File: src/hdl/qsuf_params.svh
// Offsets, field positions, reset values and fixed bits of the
// queue split and unknown-destination forward control registers.
// Assumes an 8-bit register port with byte addresses.
`ifndef QSUF_PARAMS_SVH
`define QSUF_PARAMS_SVH

// ============================================================
// Register offsets
`define QSUF_ADDR_SPLIT 8'h82
`define QSUF_ADDR_UC 8'h83
`define QSUF_ADDR_MC 8'h84

// ============================================================
// Field positions
`define QSUF_SPLIT_MSB 7
`define QSUF_SPLIT_LSB 6
`define QSUF_EN_BIT 5
`define QSUF_MAP_MSB 4
`define QSUF_MAP_LSB 0

// ============================================================
// Reset values and fixed read-only bits
`define QSUF_SPLIT_RST 2'h2
`define QSUF_EN_RST 1'h0
`define QSUF_MAP_RST 5'h00
`define QSUF_RSV_SPLIT 6'h08
`define QSUF_RSV_UC 2'h2
`define QSUF_RSV_MC 2'h1
`define QSUF_RD_ZERO 8'h00

// Bit 3 of a forward map is reserved and never names a port
`define QSUF_PORT_MASK 5'h17

`endif

File: src/hdl/qsuf_pkg.sv
// Types shared by the queue split and forward control block.
// Assumes qsuf_params.svh supplies the numeric constants.
package qsuf_pkg;

    // Split field codes; 2'h1 is not a supported setting
    typedef enum logic [1:0]
    {
        SPLIT_ONLY3_HI = 2'h0,
        SPLIT_UNSUPP = 2'h1,
        SPLIT_23_HI = 2'h2,
        SPLIT_123_HI = 2'h3
    } qsuf_split_t;

    typedef logic [4:0] qsuf_pmap_t;

endpackage

File: src/hdl/qsuf_fwd_if.sv
// Carrier between the control top and one forward selector.
// Assumes both ends share the core clock.
`timescale 1ns/1ps
interface qsuf_fwd_if;
    import qsuf_pkg::*;
    logic req;
    logic en;
    qsuf_pmap_t map;
    logic vld;
    qsuf_pmap_t ports;
    modport ctrl (output req, output en, output map, input vld, input ports);
    modport sel (input req, input en, input map, output vld, output ports);
endinterface

File: src/hdl/qsuf_fwd_sel.sv
// Forward port selector for one class of unknown-destination frame.
// Assumes a synchronous request pulse and a reset already synchronised.
`timescale 1ns/1ps
`include "qsuf_params.svh"
module qsuf_fwd_sel
    import qsuf_pkg::*;
(
    input wire logic clk_i,
    input wire logic rst_n_i,
    qsuf_fwd_if.sel fwd
);

    logic vld_q;
    qsuf_pmap_t ports_q;

    // ============================================================
    // Answer one cycle after the request
    always_ff @(posedge clk_i or negedge rst_n_i)
    begin
        if (!rst_n_i)
            vld_q <= 1'b0;
        else
            vld_q <= fwd.req;
    end

    // Disabled forwarding or an all-zero map drops the frame
    always_ff @(posedge clk_i or negedge rst_n_i)
    begin
        if (!rst_n_i)
            ports_q <= `QSUF_MAP_RST;
        else if (fwd.req)
            ports_q <= fwd.en ? (fwd.map & `QSUF_PORT_MASK) : `QSUF_MAP_RST;
    end

    assign fwd.vld = vld_q;
    assign fwd.ports = ports_q;

endmodule

File: src/hdl/qsuf_top.sv
// Queue split and unknown-destination forward control registers.
// Assumes a same-clock register master and same-clock frame logic.
//
// Local design decision: the address-and-strobe port.
`timescale 1ns/1ps
`include "qsuf_params.svh"

// How it works
// - In two-queue mode the split field sends each priority to low or high queue.
// - Split 00: priorities 0,1,2 low, 3 high.
// - Split 10, the reset value: priorities 0,1 low, 2,3 high.
// - Split 11: only priority 0 low, others high.
// - Unknown unicast forward enable uses the unicast port map; resets to 0.
// - Unicast port map is a per-port mask; 00000 drops the frame.
// - Map bit 3 is reserved and never selects a port.
// - Unknown non-IP multicast forward enable uses the multicast map; resets to 0.
// - Multicast map has the unicast encoding, bit 3 reserved, resets 00000.
module qsuf_top
    import qsuf_pkg::*;
(
    input wire logic CLK_I,
    input wire logic RST_N_I,
    input wire logic [7:0] ADDR_I,
    input wire logic [7:0] WDATA_I,
    input wire logic WR_I,
    input wire logic RD_I,
    output logic [7:0] RDATA_O,
    input wire logic TWO_QUEUE_I,
    input wire logic PRIO_VLD_I,
    input wire logic [1:0] PRIO_I,
    output logic QUEUE_VLD_O,
    output logic [1:0] QUEUE_O,
    input wire logic FRAME_VLD_I,
    input wire logic UNK_UC_I,
    input wire logic UNK_MC_I,
    output logic UC_FWD_VLD_O,
    output logic [4:0] UC_PORTS_O,
    output logic MC_FWD_VLD_O,
    output logic [4:0] MC_PORTS_O
);

    // ============================================================
    // Reset release
    logic rst_s1_q;
    logic rst_n;

    always_ff @(posedge CLK_I or negedge RST_N_I)
    begin
        if (!RST_N_I)
        begin
            rst_s1_q <= 1'b0;
            rst_n <= 1'b0;
        end
        else
        begin
            rst_s1_q <= 1'b1;
            rst_n <= rst_s1_q;
        end
    end

    // ============================================================
    // Registers
    qsuf_split_t split_q;
    logic uc_en_q;
    qsuf_pmap_t uc_map_q;
    logic mc_en_q;
    qsuf_pmap_t mc_map_q;
    logic [7:0] rdata_q;
    logic [7:0] rd_mux;

    // Only the writable fields are stored; reserved bits are constants
    always_ff @(posedge CLK_I or negedge rst_n)
    begin
        if (!rst_n)
            split_q <= qsuf_split_t'(`QSUF_SPLIT_RST);
        else if (WR_I && ADDR_I == `QSUF_ADDR_SPLIT)
            split_q <= qsuf_split_t'(WDATA_I[`QSUF_SPLIT_MSB:`QSUF_SPLIT_LSB]);
    end

    always_ff @(posedge CLK_I or negedge rst_n)
    begin
        if (!rst_n)
        begin
            uc_en_q <= `QSUF_EN_RST;
            uc_map_q <= `QSUF_MAP_RST;
        end
        else if (WR_I && ADDR_I == `QSUF_ADDR_UC)
        begin
            uc_en_q <= WDATA_I[`QSUF_EN_BIT];
            uc_map_q <= WDATA_I[`QSUF_MAP_MSB:`QSUF_MAP_LSB];
        end
    end

    always_ff @(posedge CLK_I or negedge rst_n)
    begin
        if (!rst_n)
        begin
            mc_en_q <= `QSUF_EN_RST;
            mc_map_q <= `QSUF_MAP_RST;
        end
        else if (WR_I && ADDR_I == `QSUF_ADDR_MC)
        begin
            mc_en_q <= WDATA_I[`QSUF_EN_BIT];
            mc_map_q <= WDATA_I[`QSUF_MAP_MSB:`QSUF_MAP_LSB];
        end
    end

    // ============================================================
    // Read path: data valid only in the cycle after the strobe
    always_comb
    begin
        case (ADDR_I)
            `QSUF_ADDR_SPLIT: rd_mux = {split_q, `QSUF_RSV_SPLIT};
            `QSUF_ADDR_UC: rd_mux = {`QSUF_RSV_UC, uc_en_q, uc_map_q};
            `QSUF_ADDR_MC: rd_mux = {`QSUF_RSV_MC, mc_en_q, mc_map_q};
            default: rd_mux = `QSUF_RD_ZERO;
        endcase
    end

    always_ff @(posedge CLK_I or negedge rst_n)
    begin
        if (!rst_n)
            rdata_q <= `QSUF_RD_ZERO;
        else if (RD_I)
            rdata_q <= rd_mux;
        else
            rdata_q <= `QSUF_RD_ZERO;
    end

    assign RDATA_O = rdata_q;

    // ============================================================
    // Queue selection
    logic queue_vld_q;
    logic [1:0] queue_q;
    logic split_hi;

    // Priority 0 is always low and 3 always high; 1 and 2 follow the split bits
    always_comb
    begin
        case (PRIO_I)
            2'h0: split_hi = 1'b0;
            2'h1: split_hi = split_q[0];
            2'h2: split_hi = split_q[1];
            default: split_hi = 1'b1;
        endcase
    end

    always_ff @(posedge CLK_I or negedge rst_n)
    begin
        if (!rst_n)
            queue_vld_q <= 1'b0;
        else
            queue_vld_q <= PRIO_VLD_I;
    end

    always_ff @(posedge CLK_I or negedge rst_n)
    begin
        if (!rst_n)
            queue_q <= 2'h0;
        else if (PRIO_VLD_I && TWO_QUEUE_I)
            queue_q <= {1'b0, split_hi};
        else if (PRIO_VLD_I)
            queue_q <= PRIO_I;
    end

    assign QUEUE_VLD_O = queue_vld_q;
    assign QUEUE_O = queue_q;

    // ============================================================
    // Unknown-destination forwarding
    qsuf_fwd_if uc_if ();
    qsuf_fwd_if mc_if ();

    assign uc_if.req = FRAME_VLD_I && UNK_UC_I;
    assign uc_if.en = uc_en_q;
    assign uc_if.map = uc_map_q;
    assign mc_if.req = FRAME_VLD_I && UNK_MC_I;
    assign mc_if.en = mc_en_q;
    assign mc_if.map = mc_map_q;

    qsuf_fwd_sel u_uc_sel (.clk_i(CLK_I), .rst_n_i(rst_n), .fwd(uc_if.sel));
    qsuf_fwd_sel u_mc_sel (.clk_i(CLK_I), .rst_n_i(rst_n), .fwd(mc_if.sel));

    assign UC_FWD_VLD_O = uc_if.vld;
    assign UC_PORTS_O = uc_if.ports;
    assign MC_FWD_VLD_O = mc_if.vld;
    assign MC_PORTS_O = mc_if.ports;
endmodule

File: config.mk
export PLATFORM = sky130hd
export DESIGN_NAME = qsuf_top
export DESIGN_NICKNAME = d
export VERILOG_FILES = /design/src/hdl/qsuf_pkg.sv /design/src/hdl/qsuf_fwd_if.sv /design/src/hdl/qsuf_fwd_sel.sv /design/src/hdl/qsuf_top.sv
export VERILOG_INCLUDE_DIRS = /design/src /design/src/hdl
export SDC_FILE = /design/constraint.sdc
export NUM_CORES = 1
export LEC_CHECK = 0
export BUFFER_PORTS_ARGS = -buffer_cell sky130_fd_sc_hd__buf_2
export CORE_ASPECT_RATIO = 1.25
export CORE_UTILIZATION = 25
export DETAILED_ROUTE_END_ITERATION = 16
export PLACE_DENSITY_LB_ADDON = 0.1
export SLEW_MARGIN = 20
export SYNTH_ARGS = -nofsm -noshare
export SYNTH_HDL_FRONTEND = slang
export SYNTH_SLANG_ARGS = --single-unit
File: constraint.sdc
create_clock -name CLK_I -period 1.2 [get_ports CLK_I]
set_input_delay 0.24 -clock CLK_I [delete_from_list [all_inputs] [get_ports CLK_I]]
set_output_delay 0.24 -clock CLK_I [all_outputs]
set_load 0.005 [all_outputs]
==> run_summary.xml, run 1 <==
<?xml version="1.0" encoding="UTF-8"?>
<metrics>
  <group name="outcome">
    <metric name="outcome" unit="">finished, final reports clean</metric>
  </group>
  <group name="cts">
    <metric name="numCtsBuffers" unit="">5</metric>
    <metric name="clock_sinks" unit="">37</metric>
    <metric name="insertion_delay" unit="ps">280</metric>
    <metric name="htree_num_levels" unit="">2</metric>
    <metric name="clk_transition_reported_paths" unit="ps">70</metric>
    <metric name="clockBufferDepth" unit="">2</metric>
    <metric name="clockRootBuffer" unit="">sky130_fd_sc_hd__clkbuf_8</metric>
    <metric name="cts_tree" unit="">done</metric>
    <metric name="post_cts_resize_count" unit="">0</metric>
  </group>
  <group name="power_and_ir_drop">
    <metric name="total_power" unit="mW">2.355</metric>
    <metric name="combinational_fraction_of_design_power" unit="">0.096</metric>
    <metric name="swShare" unit="">0.2346</metric>
    <metric name="vdd_ir_drop_max" unit="uV">397.8</metric>
    <metric name="static-leakage-power" unit="nW">1.084</metric>
    <metric name="power-per-cell-area" unit="nW/um2">1106</metric>
    <metric name="switching_power" unit="mW">0.5523</metric>
    <metric name="cellInternalPower" unit="mW">1.802</metric>
    <metric name="share_seq_of_total_power" unit="">0.559</metric>
    <metric name="clkPwrFrac" unit="">0.346</metric>
  </group>
  <group name="routing">
    <metric name="route.detailed.vias_per_inst" unit="">4.246</metric>
    <metric name="routed_wirelength" unit="um">3644</metric>
    <metric name="post_drt_wl_per_cell" unit="um">13.01</metric>
    <metric name="detailedRoute.firstPassIterationCount" unit="">6</metric>
    <metric name="num_vias" unit="">1189</metric>
    <metric name="final_antenna_net_count" unit="">0</metric>
    <metric name="first_iter_violations" unit="">39</metric>
    <metric name="drt_drc_violations_left" unit="">0</metric>
  </group>
  <group name="hold_path">
    <metric name="worst_hold_check_path_type" unit="">input port to flop</metric>
  </group>
  <group name="sta">
    <metric name="finalClockSkew" unit="ps">7.052</metric>
    <metric name="max_freq" unit="MHz">860.5</metric>
    <metric name="setup_repair_after_global_routing_missed_its_margin" unit="">false</metric>
    <metric name="setup_violations" unit="">0</metric>
    <metric name="timing.final.max_slew_violations" unit="">0</metric>
    <metric name="post-route-period-util" unit="">0.9684</metric>
    <metric name="report.final.hold_viol_count" unit="">0</metric>
    <metric name="finalWorstPathRequiredPeriod" unit="ps">1162</metric>
  </group>
  <group name="global_route">
    <metric name="grt_pass1_vias" unit="">1232</metric>
    <metric name="number_of_antenna_violations_at_the_first_check_in_global_routing" unit="">0</metric>
    <metric name="gr-total-overflow" unit="">0</metric>
    <metric name="grt_pass1_wl" unit="um">6078</metric>
    <metric name="grt_max_degree" unit="">36</metric>
    <metric name="globalRouteTotalUtil" unit="">0.1228</metric>
  </group>
  <group name="floorplan">
    <metric name="die_h" unit="um">90.86</metric>
    <metric name="io_pins" unit="">50</metric>
    <metric name="initial_utilization" unit="">0.2578</metric>
    <metric name="die-width" unit="um">73.09</metric>
    <metric name="area_of_the_die" unit="um2">6640</metric>
    <metric name="design.core.area" unit="um2">6126</metric>
    <metric name="rows" unit="">32</metric>
  </group>
  <group name="placed_design">
    <metric name="dp_hpwl" unit="um">2814</metric>
    <metric name="port_buffers" unit="">47</metric>
    <metric name="gpl.final_weighted_congestion" unit="">0.8339</metric>
  </group>
  <group name="setup_path">
    <metric name="critical_path.startpoint_type" unit="">input port</metric>
    <metric name="timing_worst_setup_path_type" unit="">input port to flop</metric>
    <metric name="timing.critical_path.to_type" unit="">flop</metric>
    <metric name="cp.arrival" unit="ps">1330</metric>
    <metric name="critical_path.max_fanout" unit="">4</metric>
    <metric name="cp_data_required_time" unit="ps">1370</metric>
  </group>
  <group name="cells_and_area">
    <metric name="insertedDiodeCount" unit="">0</metric>
    <metric name="regArea" unit="um2">927.1</metric>
    <metric name="share_of_layout_cells_above_drive_strength_1" unit="">0.4615</metric>
    <metric name="utilization" unit="">0.3476</metric>
    <metric name="area_used_by_multi_input_combinational_logic" unit="um2">639.4</metric>
    <metric name="final_net_count" unit="">221</metric>
    <metric name="flow.area_growth_from_synthesis" unit="%">34.87</metric>
    <metric name="final.fill_count" unit="">668</metric>
  </group>
  <group name="logic_synthesis">
    <metric name="synth_enable_flop_cells" unit="">0</metric>
    <metric name="synthDominantCellAreaShare" unit="">0.5705</metric>
    <metric name="synthesis.yosys.warnings" unit="">0</metric>
    <metric name="synth.top_cells.by_area" unit="">sky130_fd_sc_hd__dfrtp_1 (57%), sky130_fd_sc_hd__mux2_2 (10%), sky130_fd_sc_hd__nand2_1 (4.5%)</metric>
    <metric name="synthTopCellsByCount" unit="">sky130_fd_sc_hd__dfrtp_1 (36), sky130_fd_sc_hd__nand2_1 (19), sky130_fd_sc_hd__mux2_2 (14)</metric>
    <metric name="synth.yosys.seq_area_share" unit="">0.5872</metric>
    <metric name="post_synth.cell_area_avg" unit="um2">12.43</metric>
    <metric name="dominantRegCellSynth" unit="">sky130_fd_sc_hd__dfrtp_1</metric>
    <metric name="postSynth.asyncResetShare" unit="">1.000</metric>
    <metric name="cell_area_after_synthesis" unit="um2">1579</metric>
    <metric name="synth.most_common_cell" unit="">sky130_fd_sc_hd__dfrtp_1</metric>
    <metric name="yosysTopAreaCell" unit="">sky130_fd_sc_hd__dfrtp_1</metric>
    <metric name="netlist_instances" unit="">127</metric>
    <metric name="synth-seq-cells" unit="">37</metric>
    <metric name="synth_cell_types" unit="">28</metric>
  </group>
  <group name="run">
    <metric name="maxCapViolations" unit="">0</metric>
  </group>
</metrics>
==> through the flow <==
| stage | setup WS, ps | hold WS, ps | setup TNS (ps) | cells | instance area, um2 |
|---|---|---|---|---|---|
| CTS | 37.18 | 69.80 | 0 | 280 | 2130 |
| global route | 8.593 | 63.65 | 0 | 280 | 2130 |
| global placement | -228.8 | 24.44 | -4114 | 271 | 2037 |
| floorplan | -146.1 | -55.59 | -1689 | 128 | 1597 |
| finish | 37.94 | 81.20 | 0 | 280 | 2130 |
| detailed placement | -264.4 | 26.62 | -4319 | 271 | 2037 |
==> registers in the layout, summed over array words and instances (netlist names), 2 cells and up <==
signal and cells:
QUEUE_O 2, u_uc_sel.fwd.ports 4, RDATA_O 8, uc_if.map 5, split_q 2, mc_if.map 5
u_mc_sel.fwd.ports 4
==> critical path, stage by stage <==
cell and delay (ps):
sky130_fd_sc_hd__buf_2 130, sky130_fd_sc_hd__nor4b_4 410, sky130_fd_sc_hd__nand4b_1 230, sky130_fd_sc_hd__mux2_2 310
==> power by group through the flow <==
stage / registers [mW] / logic (mW) / clock network (mW)
after global routing: 1.32 / 0.252 / 0.921
after global placement: 1.34 / 0.223 / 0
after detailed placement: 1.34 / 0.228 / 0
after floorplan: 1.35 / 0.0815 / 0
after CTS: 1.32 / 0.231 / 0.855
final: 1.32 / 0.225 / 0.814
==> timing repair <==
action,4_1_cts,5_1_grt
endpoints found under the setup margin,0,1
hold endpoints to repair,2,0
setup buffers,0,0
hold buffers,1,0
==> cells by family (layout without fill, tap and decap cells) <==
group / count (synthesis) / in the layout / share of synthesized area
and+or+nand+nor: 47 / 47 / 0.2100
muxes: 14 / 14 / 0.09984
other: 2 / 3 / 0.004756
AOI/OAI and AO/OA: 21 / 21 / 0.07924
buffers and inverters: 6 / 73 / 0.01901
DFF: 37 / 37 / 0.5872
==> layer usage <==
layer  wire length, um  up-vias  GRT usage
met5                 0        -          0
met4                58        0    0.04412
met3               176        5    0.03013
met2              1881       36     0.2106
met1              1527      563     0.1453
li1                  -      585          -
==> cells in the final DEF (no fill, tap or decap), types with 2 or more instances in the layout <==
cell                       synthesis  routed
sky130_fd_sc_hd__conb_1            2       3
sky130_fd_sc_hd__buf_2             0      47
sky130_fd_sc_hd__a21oi_1           7       7
sky130_fd_sc_hd__mux2_2           14      14
sky130_fd_sc_hd__nor2_1            2       2
sky130_fd_sc_hd__nand3_1           6       6
sky130_fd_sc_hd__dfrtp_1          36      36
sky130_fd_sc_hd__inv_1             3       3
sky130_fd_sc_hd__o21ai_0           8       8
sky130_fd_sc_hd__nor3b_2           1       2
sky130_fd_sc_hd__nand4b_1          8       8
sky130_fd_sc_hd__buf_4             2      13
sky130_fd_sc_hd__clkbuf_8          0       5
sky130_fd_sc_hd__nor4b_4           2       2
sky130_fd_sc_hd__a21boi_0          2       2
sky130_fd_sc_hd__clkinv_2          0       2
sky130_fd_sc_hd__nand2b_1          2       2
sky130_fd_sc_hd__nand2_1          19      19
==> area by class of cell <==
type                    instances  share of cell area
clock buffers                   6             0.03408
clock inverters                 2            0.004700
inverters                       3            0.005288
multi-input cells              85              0.3002
flip-flops and latches         37              0.4354
well taps                      85             0.04994
repair buffers                 62              0.1704
==> final timing paths <==
| path | from | end | slack (ps) | cells past startpoint |
|---|---|---|---|---|
| max | ADDR_I[2] | split_q[0] | 40 | 4 |
| min | PRIO_VLD_I | QUEUE_VLD_O | 80 | 1 |
| max reg2reg | split_q[1] | QUEUE_O[0] | 300 | 2 |
| min reg2reg | rst_n | mc_if.map[3] | 230 | 1 |
| max in group asynchronous | rst_n | split_q[1] | 710 | 1 |
| min in group asynchronous | rst_n | mc_if.map[3] | 230 | 1 |
(Power assumes the default switching activity.)
==> run 2, diff against run 1 <==
clock period = 0.95 ns   (was 1.2 ns; I/O delays follow)
==> run_summary.xml, run 2 (synthesis results as in run 1) <==
<?xml version="1.0" encoding="UTF-8"?>
<metrics>
  <group name="floorplan">
    <metric name="io_pins" unit="">50</metric>
    <metric name="die-width" unit="um">73.09</metric>
    <metric name="die_h" unit="um">90.86</metric>
    <metric name="initial_utilization" unit="">0.2578</metric>
    <metric name="area_of_the_die" unit="um2">6640</metric>
    <metric name="rows" unit="">32</metric>
    <metric name="design.core.area" unit="um2">6126</metric>
  </group>
  <group name="cts">
    <metric name="clockRootBuffer" unit="">sky130_fd_sc_hd__clkbuf_8</metric>
    <metric name="clockBufferDepth" unit="">2</metric>
    <metric name="cts_tree" unit="">done</metric>
    <metric name="numCtsBuffers" unit="">5</metric>
    <metric name="htree_num_levels" unit="">2</metric>
    <metric name="insertion_delay" unit="ps">290</metric>
    <metric name="clk_transition_reported_paths" unit="ps">70</metric>
    <metric name="clock_sinks" unit="">37</metric>
  </group>
  <group name="sta">
    <metric name="finalClockSkew" unit="ps">7.031</metric>
    <metric name="finalWorstPathRequiredPeriod" unit="ps">1038</metric>
    <metric name="post-route-period-util" unit="">1.093</metric>
    <metric name="report.final.hold_viol_count" unit="">0</metric>
    <metric name="fin_ws" unit="ps">-88.06</metric>
    <metric name="max_freq" unit="MHz">963.3</metric>
    <metric name="setup_repair_after_global_routing_missed_its_margin" unit="">true</metric>
    <metric name="setup_violations" unit="">32</metric>
    <metric name="timing.final.max_slew_violations" unit="">0</metric>
  </group>
  <group name="routing">
    <metric name="drt_drc_violations_left" unit="">0</metric>
    <metric name="post_drt_wl_per_cell" unit="um">13.21</metric>
    <metric name="first_iter_violations" unit="">22</metric>
    <metric name="num_vias" unit="">1271</metric>
    <metric name="final_antenna_net_count" unit="">0</metric>
    <metric name="route.detailed.vias_per_inst" unit="">4.338</metric>
    <metric name="routed_wirelength" unit="um">3871</metric>
    <metric name="detailedRoute.firstPassIterationCount" unit="">4</metric>
  </group>
  <group name="cells_and_area">
    <metric name="flow.area_growth_from_synthesis" unit="%">47.62</metric>
    <metric name="largest_register_ff_count" unit="">8</metric>
    <metric name="insertedDiodeCount" unit="">0</metric>
    <metric name="instances_no_fill" unit="">293</metric>
    <metric name="final_net_count" unit="">234</metric>
    <metric name="layout.cells.most_common_list" unit="">sky130_fd_sc_hd__buf_2 (44), sky130_fd_sc_hd__dfrtp_1 (35), sky130_fd_sc_hd__buf_4 (25)</metric>
    <metric name="layout.cell_area.non_filler" unit="um2">2331</metric>
    <metric name="layout_commonest_cell" unit="">sky130_fd_sc_hd__buf_2</metric>
    <metric name="share_of_layout_cells_above_drive_strength_1" unit="">0.5337</metric>
  </group>
  <group name="placed_design">
    <metric name="port_buffers" unit="">47</metric>
    <metric name="post-place-cells" unit="">272</metric>
    <metric name="dpl_cell_area" unit="um2">2052</metric>
    <metric name="gpl.final_weighted_congestion" unit="">0.8207</metric>
    <metric name="dp_hpwl" unit="um">2829</metric>
  </group>
  <group name="setup_path">
    <metric name="critical_path.startpoint_type" unit="">input port</metric>
    <metric name="cp.arrival" unit="ps">1210</metric>
    <metric name="timing.critical_path.to_type" unit="">flop</metric>
    <metric name="cp_data_required_time" unit="ps">1120</metric>
    <metric name="critical_path.max_fanout" unit="">4</metric>
    <metric name="timing_worst_setup_path_type" unit="">input port to flop</metric>
  </group>
  <group name="global_route">
    <metric name="grt_max_degree" unit="">36</metric>
    <metric name="grt_pass1_wl" unit="um">6168</metric>
    <metric name="globalRouteTotalUtil" unit="">0.1245</metric>
    <metric name="grt_pass1_vias" unit="">1255</metric>
    <metric name="gr-total-overflow" unit="">0</metric>
    <metric name="number_of_antenna_violations_at_the_first_check_in_global_routing" unit="">0</metric>
  </group>
  <group name="power_and_ir_drop">
    <metric name="vdd_ir_drop_max" unit="uV">681.0</metric>
    <metric name="power-per-cell-area" unit="nW/um2">1459</metric>
    <metric name="static-leakage-power" unit="nW">1.182</metric>
  </group>
  <group name="outcome">
    <metric name="violations" unit="">setup timing</metric>
    <metric name="outcome" unit="">complete, but fails checks</metric>
  </group>
  <group name="run">
    <metric name="maxCapViolations" unit="">0</metric>
  </group>
  <group name="hold_path">
    <metric name="worst_hold_check_path_type" unit="">input port to flop</metric>
  </group>
</metrics>
run 2: cell types whose count changed in the layout (fill, tap and decap cells not counted), moves of 2 or more:
cell	change
sky130_fd_sc_hd__a21oi_1	-4
sky130_fd_sc_hd__buf_8	+2
sky130_fd_sc_hd__buf_6	+2
sky130_fd_sc_hd__buf_4	+12
sky130_fd_sc_hd__nand3_1	-2
sky130_fd_sc_hd__nand3_2	+2
sky130_fd_sc_hd__a21boi_0	-2
sky130_fd_sc_hd__clkinv_2	-2
sky130_fd_sc_hd__buf_2	-3
sky130_fd_sc_hd__a21oi_2	+4
run 2: critical path, stage by stage:
cell and delay (ps):
sky130_fd_sc_hd__buf_8 110, sky130_fd_sc_hd__nor4b_4 280, sky130_fd_sc_hd__buf_4 180, sky130_fd_sc_hd__nand4b_1 150, sky130_fd_sc_hd__mux2_2 300
run 2: cell type report:
class,instances,area [um2]
multi-input cells,85,678.2
well taps,85,106.4
flip-flops and latches,37,928.4
repair buffers,75,490.5
inverters,3,11.26
clock buffers,7,86.33
clock inverters,1,30.03
fillers,624,3795
run 2: worst paths after layout:
kind | startpoint | endpoint | slack [ps] | cells after the start
hold / removal | PRIO_VLD_I | QUEUE_VLD_O | 20 | 1
max in group asynchronous | rst_n | split_q[1] | 480 | 1
setup / recovery | ADDR_I[4] | split_q[0] | -90 | 5
setup reg to reg | QUEUE_O[1] | QUEUE_O[1] | 30 | 3
min in group asynchronous | RST_N_I | rst_n | 210 | 2
hold reg to reg | rst_n | u_uc_sel.fwd.ports[4] | 210 | 1
run 2: repair_timing:
item / 4_1_cts / 5_1_grt
hold endpoints to repair: 2 / 0
gates resized for setup: 8 / 9
hold buffers: 1 / 0
cloned: 0 / 0
buffers inserted: 5 / 9
setup endpoints to repair: 42 / 43
pin swaps: 7 / 10
run 2: routing by layer:
layer  part of all wire  wire, um  up-vias  track usage
met5                  0         0        -            0
met4              0.015        59        0      0.04902
met3              0.055       212        5      0.03906
met2               0.51      1992       31       0.1975
met1               0.42      1607      621       0.1546
li1                   -         -      614            -
run 2: through the flow:
step           worst slack (ps)  TNS (ps)    util  hold slack, ps  power (mW)
2_1_floorplan            -338.6     -4848       -          -105.6       1.805
3_3_place_gp             -433.7     -8167  0.3350          -25.10       1.974
3_5_place_dp             -459.6     -8635  0.3350          -22.30       1.983
4_1_cts                  -86.33     -1367  0.3636           13.64       3.431
5_1_grt                  -135.6     -2692  0.3805           14.84       3.568
6_report                 -88.06     -1318  0.3805           23.94       3.402
run 2: power by group:
group	switching, mW	internal (mW)
Combinational	0.152	0.181
Clock	0.554	0.856
Sequential	0.0343	1.62
Total	0.740	2.66
